$ cat src/srp_defs.vh
// constants for the reset-retention, slumber and phy event counter block
`ifndef SRP_DEFS_VH
`define SRP_DEFS_VH

// register byte addresses, one 32-bit word each
`define SRP_ADDR_STATUS 8'h00
`define SRP_ADDR_FEAT 8'h04
`define SRP_ADDR_PARAM 8'h08
`define SRP_ADDR_SEC 8'h0c
`define SRP_ADDR_LOGCMD 8'h10
`define SRP_ADDR_LOGIDX 8'h14
`define SRP_ADDR_LOGDATA 8'h18
`define SRP_ADDR_IDW76 8'h1c

// status register bit positions
`define SRP_ST_SLUMBER 0
`define SRP_ST_PRESERVE 1
`define SRP_ST_PEC_SUP 2
`define SRP_ST_SNAP 3

// feature register bit positions
`define SRP_FT_WCE 0
`define SRP_FT_RLA 1
`define SRP_FT_REVERT 2
`define SRP_FT_APM 3
`define SRP_FT_DIPM 4
`define SRP_FT_XFER_LSB 8

// log command register bit: clear counters after the snapshot
`define SRP_LOG_CLR 0

// set features subcommand codes
`define SRP_SF_EN 8'h10
`define SRP_SF_DIS 8'h90
`define SRP_SF_CNT_PRESERVE 8'h06
`define SRP_SF_WCE_EN 8'h02
`define SRP_SF_WCE_DIS 8'h82
`define SRP_SF_XFER 8'h03
`define SRP_SF_APM_EN 8'h05
`define SRP_SF_APM_DIS 8'h85
`define SRP_SF_RLA_DIS 8'h55
`define SRP_SF_RLA_EN 8'haa
`define SRP_SF_REV_EN 8'hcc
`define SRP_SF_REV_DIS 8'h66

// power-on defaults of the retained settings
`define SRP_RST_PRESERVE 1'b1
`define SRP_RST_WCE 1'b1
`define SRP_RST_RLA 1'b1
`define SRP_RST_REVERT 1'b0
`define SRP_RST_APM 1'b0
`define SRP_RST_DIPM 1'b0
`define SRP_RST_XFER 8'h00
`define SRP_RST_APM_LVL 8'h00
`define SRP_RST_STBY 8'h00
`define SRP_RST_MULT 8'h00
`define SRP_RST_IDP 8'h00
`define SRP_RST_UNLOCK 3'h5

// identify word 76 with the phy event counter support bit (bit 10)
`define SRP_IDW76 16'h0400

// counter layout: identifiers carry width code 2h (32 bit) in bits 14:12
`define SRP_NCNT 4
`define SRP_CW 32
`define SRP_ID_ICRC 16'h2001
`define SRP_ID_PHYRDY 16'h2009
`define SRP_ID_SIGFIS 16'h200a
`define SRP_ID_NDCRC 16'h2012
// page of 512 bytes read as 256 halfwords; two reserved halfwords lead
`define SRP_PAGE_HW 256
`define SRP_HDR_HW 2

`endif

$ cat src/srp_top.v
// slumber state, settings retention across comreset and phy event counters
//
// The implementer's own choices: the address map and register access over Avalon-MM.
`timescale 1ns/1ns
`default_nettype none
`include "srp_defs.vh"

module srp_top
(
   // clock and power-on reset
   input wire clk,
   input wire rst_b,
   // out-of-band and power management events from the phy, one-cycle pulses
   input wire oob_comwake,
   input wire oob_comreset,
   input wire pm_slumber_enter,
   input wire soft_reset,
   // command layer strobes
   input wire sf_valid,
   input wire [7:0] sf_sub,
   input wire [7:0] sf_count,
   input wire idp_valid,
   input wire [7:0] idp_data,
   input wire stby_valid,
   input wire [7:0] stby_data,
   input wire mult_valid,
   input wire [7:0] mult_data,
   input wire sec_freeze,
   input wire sec_unlock_fail,
   input wire san_freeze,
   input wire bist_activate,
   // counted events, one-cycle pulses: icrc, phyrdy, signature fis, non-data crc
   input wire [3:0] ev_pulse,
   // avalon-mm slave
   input wire [7:0] avs_address,
   input wire avs_read,
   input wire avs_write,
   input wire [31:0] avs_writedata,
   input wire [3:0] avs_byteenable,
   output reg avs_waitrequest,
   output reg [31:0] avs_readdata,
   // link state outputs
   output reg slumber_out,
   output reg hard_reset_pulse
);

   // link power states, one-hot
   localparam ST_ACTIVE = 3'b001;
   localparam ST_SLUMBER = 3'b010;
   localparam ST_HRESET = 3'b100;

   reg [2:0] state_r;
   reg [2:0] state_nxt;
   reg preserve_r;
   reg wce_r;
   reg rla_r;
   reg revert_r;
   reg apm_r;
   reg dipm_r;
   reg [7:0] xfer_r;
   reg [7:0] apm_lvl_r;
   reg [7:0] stby_r;
   reg [7:0] mult_r;
   reg [7:0] idp_r;
   reg sec_frozen_r;
   reg [2:0] unlock_r;
   reg san_frozen_r;
   reg [7:0] log_idx_r;
   reg snap_valid_r;
   reg [`SRP_CW-1:0] cnt_r [0:`SRP_NCNT-1];
   reg [`SRP_CW-1:0] snap_r [0:`SRP_NCNT-1];
   reg [15:0] hw_sel;
   reg [31:0] rd_mux;
   wire hard_reset;
   wire acc_wr;
   wire log_cmd;
   wire cnt_clear;
   wire [15:0] idw76_w;
   integer i;
   integer j;

   // a bus write takes effect only on the edge that completes the handshake
   assign acc_wr = avs_write & ~avs_waitrequest;
   assign log_cmd = acc_wr && (avs_address == `SRP_ADDR_LOGCMD) && avs_byteenable[0];
   // the snapshot is taken before the clear lands, so the page sees old values
   assign cnt_clear = bist_activate | (log_cmd & avs_writedata[`SRP_LOG_CLR]);
   assign hard_reset = (state_r == ST_HRESET);
   // identify word kept whole so the support bit is a plain bit select
   assign idw76_w = `SRP_IDW76;

   // link power state: in slumber only oob wake or reset can move us
   always @*
   begin
      state_nxt = state_r;
      case (state_r)
         ST_ACTIVE:
         begin
            if (oob_comreset)
               state_nxt = ST_HRESET;
            else if (pm_slumber_enter)
               state_nxt = ST_SLUMBER;
         end
         ST_SLUMBER:
         begin
            // line patterns of low transition density are ignored here
            if (oob_comreset)
               state_nxt = ST_HRESET;
            else if (oob_comwake)
               state_nxt = ST_ACTIVE;
         end
         ST_HRESET:
         begin
            if (oob_comreset)
               state_nxt = ST_HRESET;
            else
               state_nxt = ST_ACTIVE;
         end
         default:
            state_nxt = ST_ACTIVE;
      endcase
   end

   // state register and link outputs
   always @(posedge clk or negedge rst_b)
   begin
      if (!rst_b)
      begin
         state_r <= ST_ACTIVE;
         slumber_out <= 1'b0;
         hard_reset_pulse <= 1'b0;
      end
      else
      begin
         state_r <= state_nxt;
         slumber_out <= (state_nxt == ST_SLUMBER);
         hard_reset_pulse <= (state_nxt == ST_HRESET) && (state_r != ST_HRESET);
      end
   end

   // settings: a hard reset without preservation returns all but preserve_r to defaults;
   // a soft reset keeps them, and security state ignores any comreset
   always @(posedge clk or negedge rst_b)
   begin
      if (!rst_b)
      begin
         preserve_r <= `SRP_RST_PRESERVE;
         wce_r <= `SRP_RST_WCE;
         rla_r <= `SRP_RST_RLA;
         revert_r <= `SRP_RST_REVERT;
         apm_r <= `SRP_RST_APM;
         dipm_r <= `SRP_RST_DIPM;
         xfer_r <= `SRP_RST_XFER;
         apm_lvl_r <= `SRP_RST_APM_LVL;
         stby_r <= `SRP_RST_STBY;
         mult_r <= `SRP_RST_MULT;
         idp_r <= `SRP_RST_IDP;
      end
      else if (hard_reset && !preserve_r)
      begin
         // preservation off: comreset behaves as a plain hard reset
         wce_r <= `SRP_RST_WCE;
         rla_r <= `SRP_RST_RLA;
         revert_r <= `SRP_RST_REVERT;
         apm_r <= `SRP_RST_APM;
         dipm_r <= `SRP_RST_DIPM;
         xfer_r <= `SRP_RST_XFER;
         apm_lvl_r <= `SRP_RST_APM_LVL;
         stby_r <= `SRP_RST_STBY;
         mult_r <= `SRP_RST_MULT;
         idp_r <= `SRP_RST_IDP;
      end
      else if (!hard_reset)
      begin
         // preservation on: every listed setting simply holds over comreset
         if (sf_valid)
         begin
            if ((sf_sub == `SRP_SF_EN) || (sf_sub == `SRP_SF_DIS))
            begin
               if (sf_count == `SRP_SF_CNT_PRESERVE)
                  preserve_r <= (sf_sub == `SRP_SF_EN);
               else
                  dipm_r <= (sf_sub == `SRP_SF_EN);
            end
            else if (sf_sub == `SRP_SF_WCE_EN)
               wce_r <= 1'b1;
            else if (sf_sub == `SRP_SF_WCE_DIS)
               wce_r <= 1'b0;
            else if (sf_sub == `SRP_SF_XFER)
               xfer_r <= sf_count;
            else if (sf_sub == `SRP_SF_APM_EN)
            begin
               apm_r <= 1'b1;
               apm_lvl_r <= sf_count;
            end
            else if (sf_sub == `SRP_SF_APM_DIS)
               apm_r <= 1'b0;
            else if (sf_sub == `SRP_SF_RLA_EN)
               rla_r <= 1'b1;
            else if (sf_sub == `SRP_SF_RLA_DIS)
               rla_r <= 1'b0;
            else if (sf_sub == `SRP_SF_REV_EN)
               revert_r <= 1'b1;
            else if (sf_sub == `SRP_SF_REV_DIS)
               revert_r <= 1'b0;
         end
         if (idp_valid)
            idp_r <= idp_data;
         if (stby_valid)
            stby_r <= stby_data;
         if (mult_valid)
            mult_r <= mult_data;
      end
   end

   // security and sanitize state: only power-on clears it, comreset never
   always @(posedge clk or negedge rst_b)
   begin
      if (!rst_b)
      begin
         sec_frozen_r <= 1'b0;
         unlock_r <= `SRP_RST_UNLOCK;
         san_frozen_r <= 1'b0;
      end
      else
      begin
         if (sec_freeze)
            sec_frozen_r <= 1'b1;
         if (sec_unlock_fail && (unlock_r != 3'h0))
            unlock_r <= unlock_r - 3'h1;
         if (san_freeze)
            san_frozen_r <= 1'b1;
      end
   end

   // event counters: only power-on, bist and the clearing log read reset them;
   // comreset and soft reset do not reach them. an event in the clear cycle
   // still counts as one, so no event is lost to the clear
   always @(posedge clk or negedge rst_b)
   begin
      if (!rst_b)
      begin
         for (i = 0; i < `SRP_NCNT; i = i + 1)
            cnt_r[i] <= {`SRP_CW{1'b0}};
      end
      else
      begin
         for (i = 0; i < `SRP_NCNT; i = i + 1)
         begin
            if (cnt_clear)
               cnt_r[i] <= {{(`SRP_CW-1){1'b0}}, ev_pulse[i]};
            else if (ev_pulse[i] && (cnt_r[i] != {`SRP_CW{1'b1}}))
               cnt_r[i] <= cnt_r[i] + {{(`SRP_CW-1){1'b0}}, 1'b1};
         end
      end
   end

   // snapshot for the log page, taken when the log command is written
   always @(posedge clk or negedge rst_b)
   begin
      if (!rst_b)
      begin
         for (j = 0; j < `SRP_NCNT; j = j + 1)
            snap_r[j] <= {`SRP_CW{1'b0}};
         snap_valid_r <= 1'b0;
      end
      else if (log_cmd)
      begin
         for (j = 0; j < `SRP_NCNT; j = j + 1)
            snap_r[j] <= cnt_r[j];
         snap_valid_r <= 1'b1;
      end
   end

   // log page as halfwords: two reserved, then id, value low, value high per
   // counter, then zero; a zero id marks the end of the list
   always @*
   begin
      hw_sel = 16'h0000;
      if ((log_idx_r >= 8'd2) && (log_idx_r < 8'd14))
      begin
         case (log_idx_r)
            8'd2: hw_sel = `SRP_ID_ICRC;
            8'd3: hw_sel = snap_r[0][15:0];
            8'd4: hw_sel = snap_r[0][31:16];
            8'd5: hw_sel = `SRP_ID_PHYRDY;
            8'd6: hw_sel = snap_r[1][15:0];
            8'd7: hw_sel = snap_r[1][31:16];
            8'd8: hw_sel = `SRP_ID_SIGFIS;
            8'd9: hw_sel = snap_r[2][15:0];
            8'd10: hw_sel = snap_r[2][31:16];
            8'd11: hw_sel = `SRP_ID_NDCRC;
            8'd12: hw_sel = snap_r[3][15:0];
            8'd13: hw_sel = snap_r[3][31:16];
            default: hw_sel = 16'h0000;
         endcase
      end
      // index 14 onward reads zero: terminator and padding to 512 bytes
   end

   // read data decode; unmapped addresses read zero
   always @*
   begin
      rd_mux = 32'h0000_0000;
      if (avs_address == `SRP_ADDR_STATUS)
      begin
         rd_mux[`SRP_ST_SLUMBER] = slumber_out;
         rd_mux[`SRP_ST_PRESERVE] = preserve_r;
         rd_mux[`SRP_ST_PEC_SUP] = idw76_w[10];
         rd_mux[`SRP_ST_SNAP] = snap_valid_r;
      end
      else if (avs_address == `SRP_ADDR_FEAT)
      begin
         rd_mux[`SRP_FT_WCE] = wce_r;
         rd_mux[`SRP_FT_RLA] = rla_r;
         rd_mux[`SRP_FT_REVERT] = revert_r;
         rd_mux[`SRP_FT_APM] = apm_r;
         rd_mux[`SRP_FT_DIPM] = dipm_r;
         rd_mux[`SRP_FT_XFER_LSB+7:`SRP_FT_XFER_LSB] = xfer_r;
      end
      else if (avs_address == `SRP_ADDR_PARAM)
         rd_mux = {idp_r, mult_r, stby_r, apm_lvl_r};
      else if (avs_address == `SRP_ADDR_SEC)
         rd_mux = {24'h000000, 3'h0, san_frozen_r, unlock_r, sec_frozen_r};
      else if (avs_address == `SRP_ADDR_LOGIDX)
         rd_mux = {24'h000000, log_idx_r};
      else if (avs_address == `SRP_ADDR_LOGDATA)
         rd_mux = {16'h0000, hw_sel};
      else if (avs_address == `SRP_ADDR_IDW76)
         rd_mux = {16'h0000, `SRP_IDW76};
   end

   // avalon slave: waitrequest drops for one cycle, one edge after the
   // request is seen; holding it high by default keeps a request from
   // being taken twice
   always @(posedge clk or negedge rst_b)
   begin
      if (!rst_b)
      begin
         avs_waitrequest <= 1'b1;
         avs_readdata <= 32'h0000_0000;
         log_idx_r <= 8'h00;
      end
      else
      begin
         if ((avs_read || avs_write) && avs_waitrequest)
         begin
            avs_waitrequest <= 1'b0;
            if (avs_read)
               avs_readdata <= rd_mux;
         end
         else
            avs_waitrequest <= 1'b1;
         if (acc_wr && (avs_address == `SRP_ADDR_LOGIDX) && avs_byteenable[0])
            log_idx_r <= avs_writedata[7:0];
      end
   end

endmodule
`default_nettype wire

$ cat config.mk
export PLATFORM = sky130hd
export DESIGN_NAME = srp_top
export DESIGN_NICKNAME = d
export VERILOG_FILES = /design/src/srp_top.v
export VERILOG_INCLUDE_DIRS = /design/src
export SDC_FILE = /design/constraint.sdc
export NUM_CORES = 1
export LEC_CHECK = 0
export ABC_AREA = 0
export BUFFER_PORTS_ARGS = -buffer_cell sky130_fd_sc_hd__buf_2
export CAP_MARGIN = 15
export CORE_ASPECT_RATIO = 1.5
export CORE_UTILIZATION = 47
export CTS_CLUSTER_SIZE = 14
export DETAILED_ROUTE_END_ITERATION = 6
export GPL_TIMING_DRIVEN = 0
export PLACE_DENSITY_LB_ADDON = 0.1
export RECOVER_POWER = 25
export SYNTH_ARGS = -nofsm -noshare
export SYNTH_HDL_FRONTEND = slang
export SYNTH_SLANG_ARGS = --single-unit
$ cat constraint.sdc
create_clock -name clk -period 2.42 [get_ports clk]
set_input_delay 0.726 -clock clk [delete_from_list [all_inputs] [get_ports clk]]
set_output_delay 0.726 -clock clk [all_outputs]
set_load 0.005 [all_outputs]
Word-level counts from Yosys, hierarchy flattened
Index checks and enable logic that the tools add are counted.
{"block": "totals", "register_bits": 354, "inputBits": 104}
{"block": "op_classes", "addsub": 5, "order_cmp": 2, "bitwise": 6, "muxes": 96, "n_reduce_logical": 45, "n_eq_ne": 51}
{"operator": "$mux W32", "n": 12}
{"operator": "$mux W8", "n": 25}
{"operator": "$pmux W16 S12", "n": 1}
{"operator": "$add A32 B1 Y32 const B", "n": 4}
{"operator": "$ne A32 B32 Y1 const B", "n": 4}
{"operator": "$eq A8 B4 Y1 const B", "n": 8}
{"operator": "$eq A8 B3 Y1 const B", "n": 7}
{"operator": "$mux W1", "n": 45}
{"operator": "$eq A8 B5 Y1 const B", "n": 5}
{"operator": "$eq A8 B8 Y1 const B", "n": 5}
{"operator": "$eq A8 B2 Y1 const B", "n": 4}
{"operator": "$mux W16", "n": 2}
{"operator": "$mux W28", "n": 1}
{"operator": "$reduce_bool A2 Y1", "n": 11}
{"operator": "$mux W3", "n": 6}
{"operator": "$ne A2 B2 Y1 const B", "n": 9}
{"operator": "$eq A8 B7 Y1 const B", "n": 2}
{"operator": "$reduce_bool A3 Y1", "n": 5}
{"operator": "$reduce_and A7 Y1", "n": 2}
{"operator": "$logic_and A1 B1 Y1", "n": 13}
{"operator": "$mux W11", "n": 1}
{"operator": "$reduce_and A11 Y1", "n": 1}
{"operator": "$pmux W3 S3", "n": 1}
{"operator": "$reduce_and A9 Y1", "n": 1}
{"operator": "other kinds (20)", "n": 30}

Logic depth before layout (Yosys ltp)
Gate-level depths: netlist of run 1.
{"block": "depth", "word_depth": 14, "ltp_mapped": 9, "mapped_depth_nobuf": 7}

Worst setup path after synthesis of run 1
OpenSTA, ideal clock, no wires.
{"block": "synth_path", "path_kind": "in2reg", "startpoint": "in avs_address[4]", "endpoint": "reg cnt_r[100] (netlist name)", "stages": 9, "slack_ns": -0.095, "setup_time_ns": 0.132, "t_required_ns": 2.288, "arrival_ns": 2.383, "path_cell_list": "clkbuf_1 and3_1 and3_1 clkbuf_1 a21o_1 clkbuf_1 clkbuf_1 clkbuf_1 nor2_1"}
{"block": "synth_between", "elab_chain_len": 6}
{"item": "from (decl)", "line": "srp_top.v:35", "text": "input wire [7:0] avs_address,"}
{"item": "$eq A8 B5 Y1 (no source line) *"}
{"item": "$logic_and A1 B1 Y1 * (2 in a row)", "line": "srp_top.v:84", "text": "assign log_cmd = acc_wr && (avs_address == `SRP_ADDR_LOGCMD) && avs_byteenable[0];"}
{"item": "$and A1 B1 Y1 *", "line": "srp_top.v:86", "text": "assign cnt_clear = bist_activate | (log_cmd & avs_writedata[`SRP_LOG_CLR]);"}
{"item": "$or A1 B1 Y1 *", "line": "srp_top.v:86"}
{"item": "$mux W32 or $reduce_bool A2 Y1 (tied branches)"}
{"item": "to (signal, indexed assignment)", "line": "srp_top.v:243", "text": "cnt_r[i] <= {`SRP_CW{1'b0}};"}
{"item": "to (signal, indexed assignment)", "line": "srp_top.v:250", "text": "cnt_r[i] <= {{(`SRP_CW-1){1'b0}}, ev_pulse[i]};"}
{"item": "to (signal, indexed assignment)", "line": "srp_top.v:252", "text": "cnt_r[i] <= cnt_r[i] + {{(`SRP_CW-1){1'b0}}, 1'b1};"}
{"item": "to (decl)", "line": "srp_top.v:70", "text": "reg [`SRP_CW-1:0] cnt_r [0:`SRP_NCNT-1];"}
Every way passes the cells marked *; elsewhere a longest branch is shown, timed or not.
A chain may end at the register's enable or synchronous reset.

Worst setup path in the final report of run 1
{"block": "layout_path", "startpoint": "reg log_idx_r[4]", "endpoint": "reg avs_readdata[2]"}
{"block": "layout_between", "elab_chain_len": 9}
{"item": "from (decl)", "line": "srp_top.v:68", "text": "reg [7:0] log_idx_r;"}
{"item": "from (signal assigned)", "line": "srp_top.v:354", "text": "log_idx_r <= avs_writedata[7:0];"}
{"item": "$ge A8 B2 Y1, or another cell as far along", "line": "srp_top.v:279", "text": "if ((log_idx_r >= 8'd2) && (log_idx_r < 8'd14))"}
{"item": "$logic_and A1 B1 Y1 or $pmux W16 S12 (tied branches)", "line": "srp_top.v:279, srp_top.v:281"}
{"item": "$mux W16 *", "line": "srp_top.v:279"}
{"item": "$mux W32 *", "line": "srp_top.v:326", "text": "else if (avs_address == `SRP_ADDR_LOGDATA)"}
{"item": "$mux W32 *", "line": "srp_top.v:324", "text": "else if (avs_address == `SRP_ADDR_LOGIDX)"}
{"item": "$mux W32 *", "line": "srp_top.v:322", "text": "else if (avs_address == `SRP_ADDR_SEC)"}
{"item": "$mux W32 *", "line": "srp_top.v:320", "text": "else if (avs_address == `SRP_ADDR_PARAM)"}
{"item": "$mux W5 *", "line": "srp_top.v:311", "text": "else if (avs_address == `SRP_ADDR_FEAT)"}
{"item": "$mux W4 *", "line": "srp_top.v:304", "text": "if (avs_address == `SRP_ADDR_STATUS)"}
{"item": "to (signal assigned)", "line": "srp_top.v:349", "text": "avs_readdata <= rd_mux;"}
{"item": "to (decl)", "line": "srp_top.v:41", "text": "output reg [31:0] avs_readdata,"}
Marked as above.

==> impl_results.md, run 1 <==
- Inserted Diodes: 0
- Min cycle time layout: 2.34 ns
- Die height: 233 µm
- R2R cell count: 6
- Leakage power: 8.83 nW
- FF-to-FF setup slack: 0.08 ns
- Comb power frac: 7.7%
- Initial antenna violation count: 1
- Crit path from: log_idx_r[4]
- Die Span X: 156 µm
- Net Sw Power: 3.21 mW
- Cts bufs inserted: 37
- Share of layout cells above drive strength 1: 13.7%
- Footprint of the multi-input gates: 7620 µm²
- Layout area overhead: 16.1%
- Wire length of the first global-routing pass: 78.2 mm
- Final Non-Filler Cells: 2461
- Die area: 36400 µm²
- Max Fclk: 428 MHz
- Total power: 13.2 mW
- Worst hold path type: in -> reg
- Congestion Overflow GR: 0
- Clk pin slew, worst setup/hold paths: 0.07 ns
- Worst IR drop on VDD: 0.467 mV
- Crit path largest cell delay: 0.59 ns
- Pwr/cell area: 676 nW/µm²
- Clock root buffer: clkbuf_16
- RePlAce Congestion: 0.959
- Setup crit end: avs_readdata[2]
- DR pass1 iterations: 7
- Core Footprint: 35100 µm²
- Yosys warns: 0
- Most common cell after layout, fill and taps aside: nand2_1
- Worst skew pair latency: 0.54 ns
- Row count: 84
- Post-Syn Instances: 1807
- I/O Buffers: 107
- Main flop type after synthesis: dfrtp_1
- Critical Path AT: 2.80 ns
- H-Tree Depth: 2
- Clk sink count: 354
- Max Transition Viols Final: 0
- CP cell instances: or4_4 > or4_1 > o22ai_1 > a21oi_1 > a21o_1 > a31oi_1
- Post-synthesis area per instance: 9.27 µm²
- Nets: 2073
- Synth Net Count: 1917
- Reg-to-Reg End: avs_readdata[2]
- Clock power share: 43.7%
- Placed cells: 2390
- Fin crit share: 96.6%
- Worst-Margin Slew: 1.10 ns
- Cell variety after synth: 67
- Seq/Total Area, Yosys: 52.9%
- Worst EP required: 2.88 ns
- CTS tree: yes
- GRT Overall Usage: 28.3%
- Vias in the first global route: 13.9k
- Worst r2r src: log_idx_r[4]
- Post-synthesis cell area: 16800 µm²
- WL per Instance: 20.6 µm
- Worst path top cell family by delay: simple AND/OR/NAND/NOR gates
- CP max-delay cell: or4_4
- Sw frac: 24.4%
- Initial Util: 47.7%
- DRT iter0 DRCs: 950
- # fillers: 3321
- Most frequent cells in the layout: 443 x nand2_1, 342 x dfrtp_1, 160 x nor2_1
- Crit path buf inv count: 0
- Synthesized flop and latch total: 354
- Vias: 13.9k
- # setup viols final: 0
- Final Hold Viols: 0
- Layout Skew: 0.0121 ns
- Hpwl dp: 37.4 mm
- Max_slew headroom: 26.4%
- Max clock buf depth: 3
- Drc violations: 0
- Largest net degree at the start of global routing: 120
- Max-cap viol count: 0
- Via density per instance: 5.67
- Post-synth EDFFs: 0
- Routed wire length: 50.7 mm
- Final ANT Viol Nets: 0
- Setup crit end kind: flop
- Outcome: finished clean
- Final core occ: 55.4%
- Crit path kind: reg -> reg
- Top Ports: 139
- Worst path depth: 6
- Seq pwr share: 48.6%
- CP startpoint kind: flop
- CP Max Fanout: 5
- Register area: 8870 µm²
- Int Pwr: 9.94 mW
- Asr flop ratio synth: 100%
[routing by layer]
| metal | global-route usage [%] | vias up | wire length [µm] |
|---|---|---|---|
| met5 | 0 | - | 13 |
| met4 | 13.4 | 2 | 2460 |
| met3 | 3.82 | 109 | 2160 |
| met2 | 51.2 | 374 | 26000 |
| met1 | 32.8 | 6866 | 20100 |
| li1 | - | 6591 | - |
[through the flow]
step	area, µm²	setup slack, ns	TNS (ns)	hold slack (ns)
after floorplan	16800	0.0756	0	0.430
after global placement	17900	-6.33	-2448.44	0.461
after detailed placement	18000	-1.31	-237.80	0.462
after CTS	19400	-0.00483	-0.00483	0.373
after global routing	19500	-0.00918	-0.0118	0.384
final	19500	0.0821	0	0.383
[area by class of cell]
class	count	area share [%]
Timing Repair Buffer	122	3.62
Buffer	84	1.92
Clock inverter	11	0.688
Clock buffer	53	5.48
Inverter	26	0.502
Multi-Input combinational cell	1338	39.1
Sequential cell	354	45.6
Tap cell	473	3.04
[power groups by stage]
stage	logic [mW]	clock network, mW	registers (mW)
final	1.01	5.75	6.39
after global routing	1.13	6.09	6.42
after CTS	1.02	5.87	6.39
after detailed placement	0.997	0	6.49
after global placement	0.956	0	6.48
after floorplan	0.543	0	6.43
[worst reg2reg max path: stages (launching register included)]
cell,delay [ns]
dfrtp_2,0.46
or4_4,0.59
or4_1,0.49
o22ai_1,0.25
a21oi_1,0.09
a21o_1,0.21
a31oi_1,0.17
[cell usage after synthesis, drive strengths merged (7+ instances only)]
library cell | number | area share (%)
a21oi | 54 | 1.6
xnor2 | 61 | 3.2
mux2 | 10 | 0.67
and4 | 19 | 0.99
and3 | 15 | 0.56
nand3 | 72 | 2.2
a22o | 40 | 2.1
o22ai | 18 | 0.67
inv | 26 | 0.58
a22oi | 14 | 0.63
dfstp | 7 | 1.1
or3 | 27 | 1.0
nand4 | 38 | 1.5
clkbuf | 75 | 1.7
nand2b | 14 | 0.52
nor4 | 18 | 0.71
o21ai | 73 | 2.2
xor2 | 32 | 1.7
buf | 14 | 0.35
nand2 | 444 | 9.9
nor2 | 160 | 3.6
nor3 | 53 | 1.6
dfrtp | 347 | 52
nor2b | 14 | 0.52
mux2i | 53 | 3.2
or2 | 8 | 0.30
[how the worst min path moves through the flow]
stage                        end        start  cells past startpoint
finish              san_frozen_r   san_freeze                      2
global route        san_frozen_r   san_freeze                      2
CTS                 sec_frozen_r   sec_freeze                      2
detailed placement   snap_r[122]  snap_r[122]                      2
global placement     snap_r[122]  snap_r[122]                      2
floorplan           apm_lvl_r[0]        rst_b                      0
[what timing repair did]
item	CTS	global route
endpoints found under the hold margin	3	0
buffers inserted	5	6
pin swaps	2	6
setup endpoints to repair	236	118
hold buffers	1	0
gates cloned	0	0
resized for setup	45	37
[cells by family (layout without fill, tap and decap cells)]
group,Yosys count,count (layout),synth area share [%]
DFF,354,354,52.9
buffers and inverters,115,296,2.62
and+or+nand+nor,912,912,24.8
AOI/OAI and AO/OA,264,264,10.5
adders and majority gates,6,6,0.448
xor gates and xnor gates,93,93,4.86
muxes,63,63,3.84
[registers in the layout, summed over array words and instances (netlist names), 3 cells and up]
| signal | flops |
|---|---|
| idp_r | 8 |
| snap_r | 128 |
| mult_r | 8 |
| log_idx_r | 8 |
| state_r | 3 |
| stby_r | 8 |
| unlock_r | 3 |
| cnt_r | 128 |
| apm_lvl_r | 8 |
| avs_readdata | 32 |
| xfer_r | 8 |
Note: power is estimated with default switching activity, not from simulation.
==> inputs of run 2 (changes only) <==
RECOVER_POWER = unset   (was 25)
==> run 2 against run 1 <==
Worst hold slack gained 0.0013 ns; clock-buffer cell count is the same; core utilization is essentially flat; register-to-register slack is essentially flat; total power grew 0.16%; combinational power is essentially flat; clock skew shrank 0.00065 ns; largest cell class unchanged.
==> impl_results.md, run 2 (synthesis results as in run 1) <==
- Nets: 2073 (unchanged)
- DR pass1 iterations: 6 (-1)
- Setup crit end kind: flop
- Cts bufs inserted: 37 (unchanged)
- Drc violations: 0 (unchanged)
- Outcome: finished clean
- Design area: 19500 µm² (about the same)
- Initial Util: 47.7% (unchanged)
- Pwr/cell area: 677 nW/µm² (about the same)
- Clock power share: 43.8% (about the same)
- Routed wire length: 50.7 mm (about the same)
- DRT iter0 DRCs: 955 (+0.53%)
- Fin crit share: 96.9% (+0.26 points)
- # setup viols final: 0 (unchanged)
- Die height: 233 µm (unchanged)
- Worst Hold Launch: san_freeze
- Worst r2r src: log_idx_r[4]
- Critical Path AT: 2.79 ns (about the same)
- Min cycle time layout: 2.34 ns (+0.00620 ns)
- Placed cell area: 18000 µm² (unchanged)
- Final Non-Filler Cells: 2461 (unchanged)
- Largest registers: cnt_r (128), snap_r (128), avs_readdata (32)
- Crit path from: log_idx_r[4]
- I/O Buffers: 107 (unchanged)
- Comb power frac: 7.7% (about the same)
- Largest net degree at the start of global routing: 120 (unchanged)
- Final TNS setup: 0 ns (unchanged)
- Inserted Diodes: 0 (unchanged)
- CP startpoint kind: flop
- Vias in the first global route: 13.9k (unchanged)
- Top Ports: 139 (unchanged)
- Leakage power: 8.84 nW (about the same)
- Clk sink count: 354 (unchanged)
- Worst hold path type: in -> reg
- Hpwl dp: 37.4 mm (unchanged)
- Slack of the critical path: 0.0759 ns (-0.00620 ns)
- Wire length of the first global-routing pass: 78.2 mm (unchanged)
- Most frequent cells in the layout: 443 x nand2_1, 342 x dfrtp_1, 160 x nor2_1
- Max Transition Viols Final: 0 (unchanged)
- Worst skew pair latency: 0.53 ns (about the same)
- Worst IR drop on VDD: 0.465 mV (-0.29%)
- Int Pwr: 9.95 mW (about the same)
- Initial antenna violation count: 1 (unchanged)
- CTS tree: yes
- Worst-Margin Slew: 0.924 ns (-0.180 ns)
- CP Max Fanout: 10 (+5)
- RePlAce Congestion: 0.959 (unchanged)
- Crit path kind: reg -> reg
- Via density per instance: 5.64 (-0.53%)
- Core Footprint: 35100 µm² (unchanged)
- Placed cells: 2390 (unchanged)
- Sw frac: 24.5% (+0.064 points)
- GRT Overall Usage: 28.3% (unchanged)
- Worst EP required: 2.87 ns (about the same)
- Max-cap viol count: 0 (unchanged)
- Congestion Overflow GR: 0 (unchanged)
- H-Tree Depth: 2 (unchanged)
- Die area: 36400 µm² (unchanged)
- Max clock buf depth: 3 (unchanged)
- Seq pwr share: 48.5% (about the same)
- Share of layout cells above drive strength 1: 13.8% (+0.10 points)
- Setup WS pre-CTS: -1.31 ns (unchanged)
- Final ANT Viol Nets: 0 (unchanged)
- Fin Hold WS: 0.384 ns (+0.00133 ns)
- Die Span X: 156 µm (unchanged)
- Most common cell after layout, fill and taps aside: nand2_1
- Net Sw Power: 3.22 mW (+0.42%)
- Final Hold Viols: 0 (unchanged)
- Row count: 84 (unchanged)
- Layout Skew: 0.0114 ns (-0.000651 ns)
- Clk pin slew, worst setup/hold paths: 0.07 ns (about the same)
- Clock root buffer: clkbuf_16
- Layout area overhead: 16.2% (about the same)
- WL per Instance: 20.6 µm (about the same)
- Max_slew headroom: 37.9% (+12 points)
- Max Fclk: 427 MHz (-0.26%)
- Vias: 13.9k (-0.53%)
-- run 2: power by group through the flow --
stage	clock [mW]	sequential, mW	combinational, mW
floorplan	0	6.43	0.543
global placement	0	6.48	0.956
detailed placement	0	6.49	0.997
CTS	5.87	6.39	1.02
global route	6.09	6.42	1.13
finish	5.77	6.39	1.02
-- run 2: final cells by class --
cell class / count / area (µm²)
plain buffers: 84 / 373
clock buffers: 53 / 1070
clock inverters: 11 / 134
fillers: 3319 / 15600
inverters: 26 / 97.6
multi-input cells: 1338 / 7620
flip-flops and latches: 354 / 8870
well taps: 473 / 592
repair buffers: 122 / 721
-- run 2: worst max-delay path: stages, from the launching register on --
cell and delay, ns:
dfrtp_2 0.46, or4_4 0.59, or4_1 0.48, buf_4 0.22
o21ai_2 0.24, a311oi_1 0.07, o21ai_0 0.18
-- run 2: timing repair --
item / 4_1_cts / 5_1_grt
endpoints found under the setup margin: 236 / 118
hold endpoints to repair: 3 / 0
resized for setup: 45 / 37
hold buffers: 1 / 0
setup buffers: 5 / 6
pin swaps: 2 / 6
-- run 2: through the flow --
stage               power (mW)  util, %
CTS                       13.3     55.1
finish                    13.2     55.5
global placement          7.44     51.0
detailed placement        7.48     51.2
global route              13.6     55.5
floorplan                 6.97        -
-- run 2: worst paths after layout --
check                             endpoint  slack, ns  depth (start not counted)
setup / recovery           avs_readdata[9]       0.08                          6
hold / removal                san_frozen_r       0.38                          2
setup reg to reg           avs_readdata[9]       0.08                          6
hold reg to reg                 snap_r[16]       0.47                          2
max in group asynchronous        cnt_r[74]       0.46                          4
min in group asynchronous         revert_r       0.59                          2
-- run 2: metal layers --
| layer | vias up | share of wire, % | global-route usage, % | routed length (µm) |
|---|---|---|---|---|
| met1 | 6808 | 40 | 32.8 | 20100 |
| met5 | - | 0.026 | 0 | 13 |
| met2 | 369 | 51 | 51.2 | 26000 |
| met4 | 2 | 4.7 | 13.4 | 2400 |
| met3 | 107 | 4.1 | 3.82 | 2100 |
| li1 | 6582 | - | - | - |
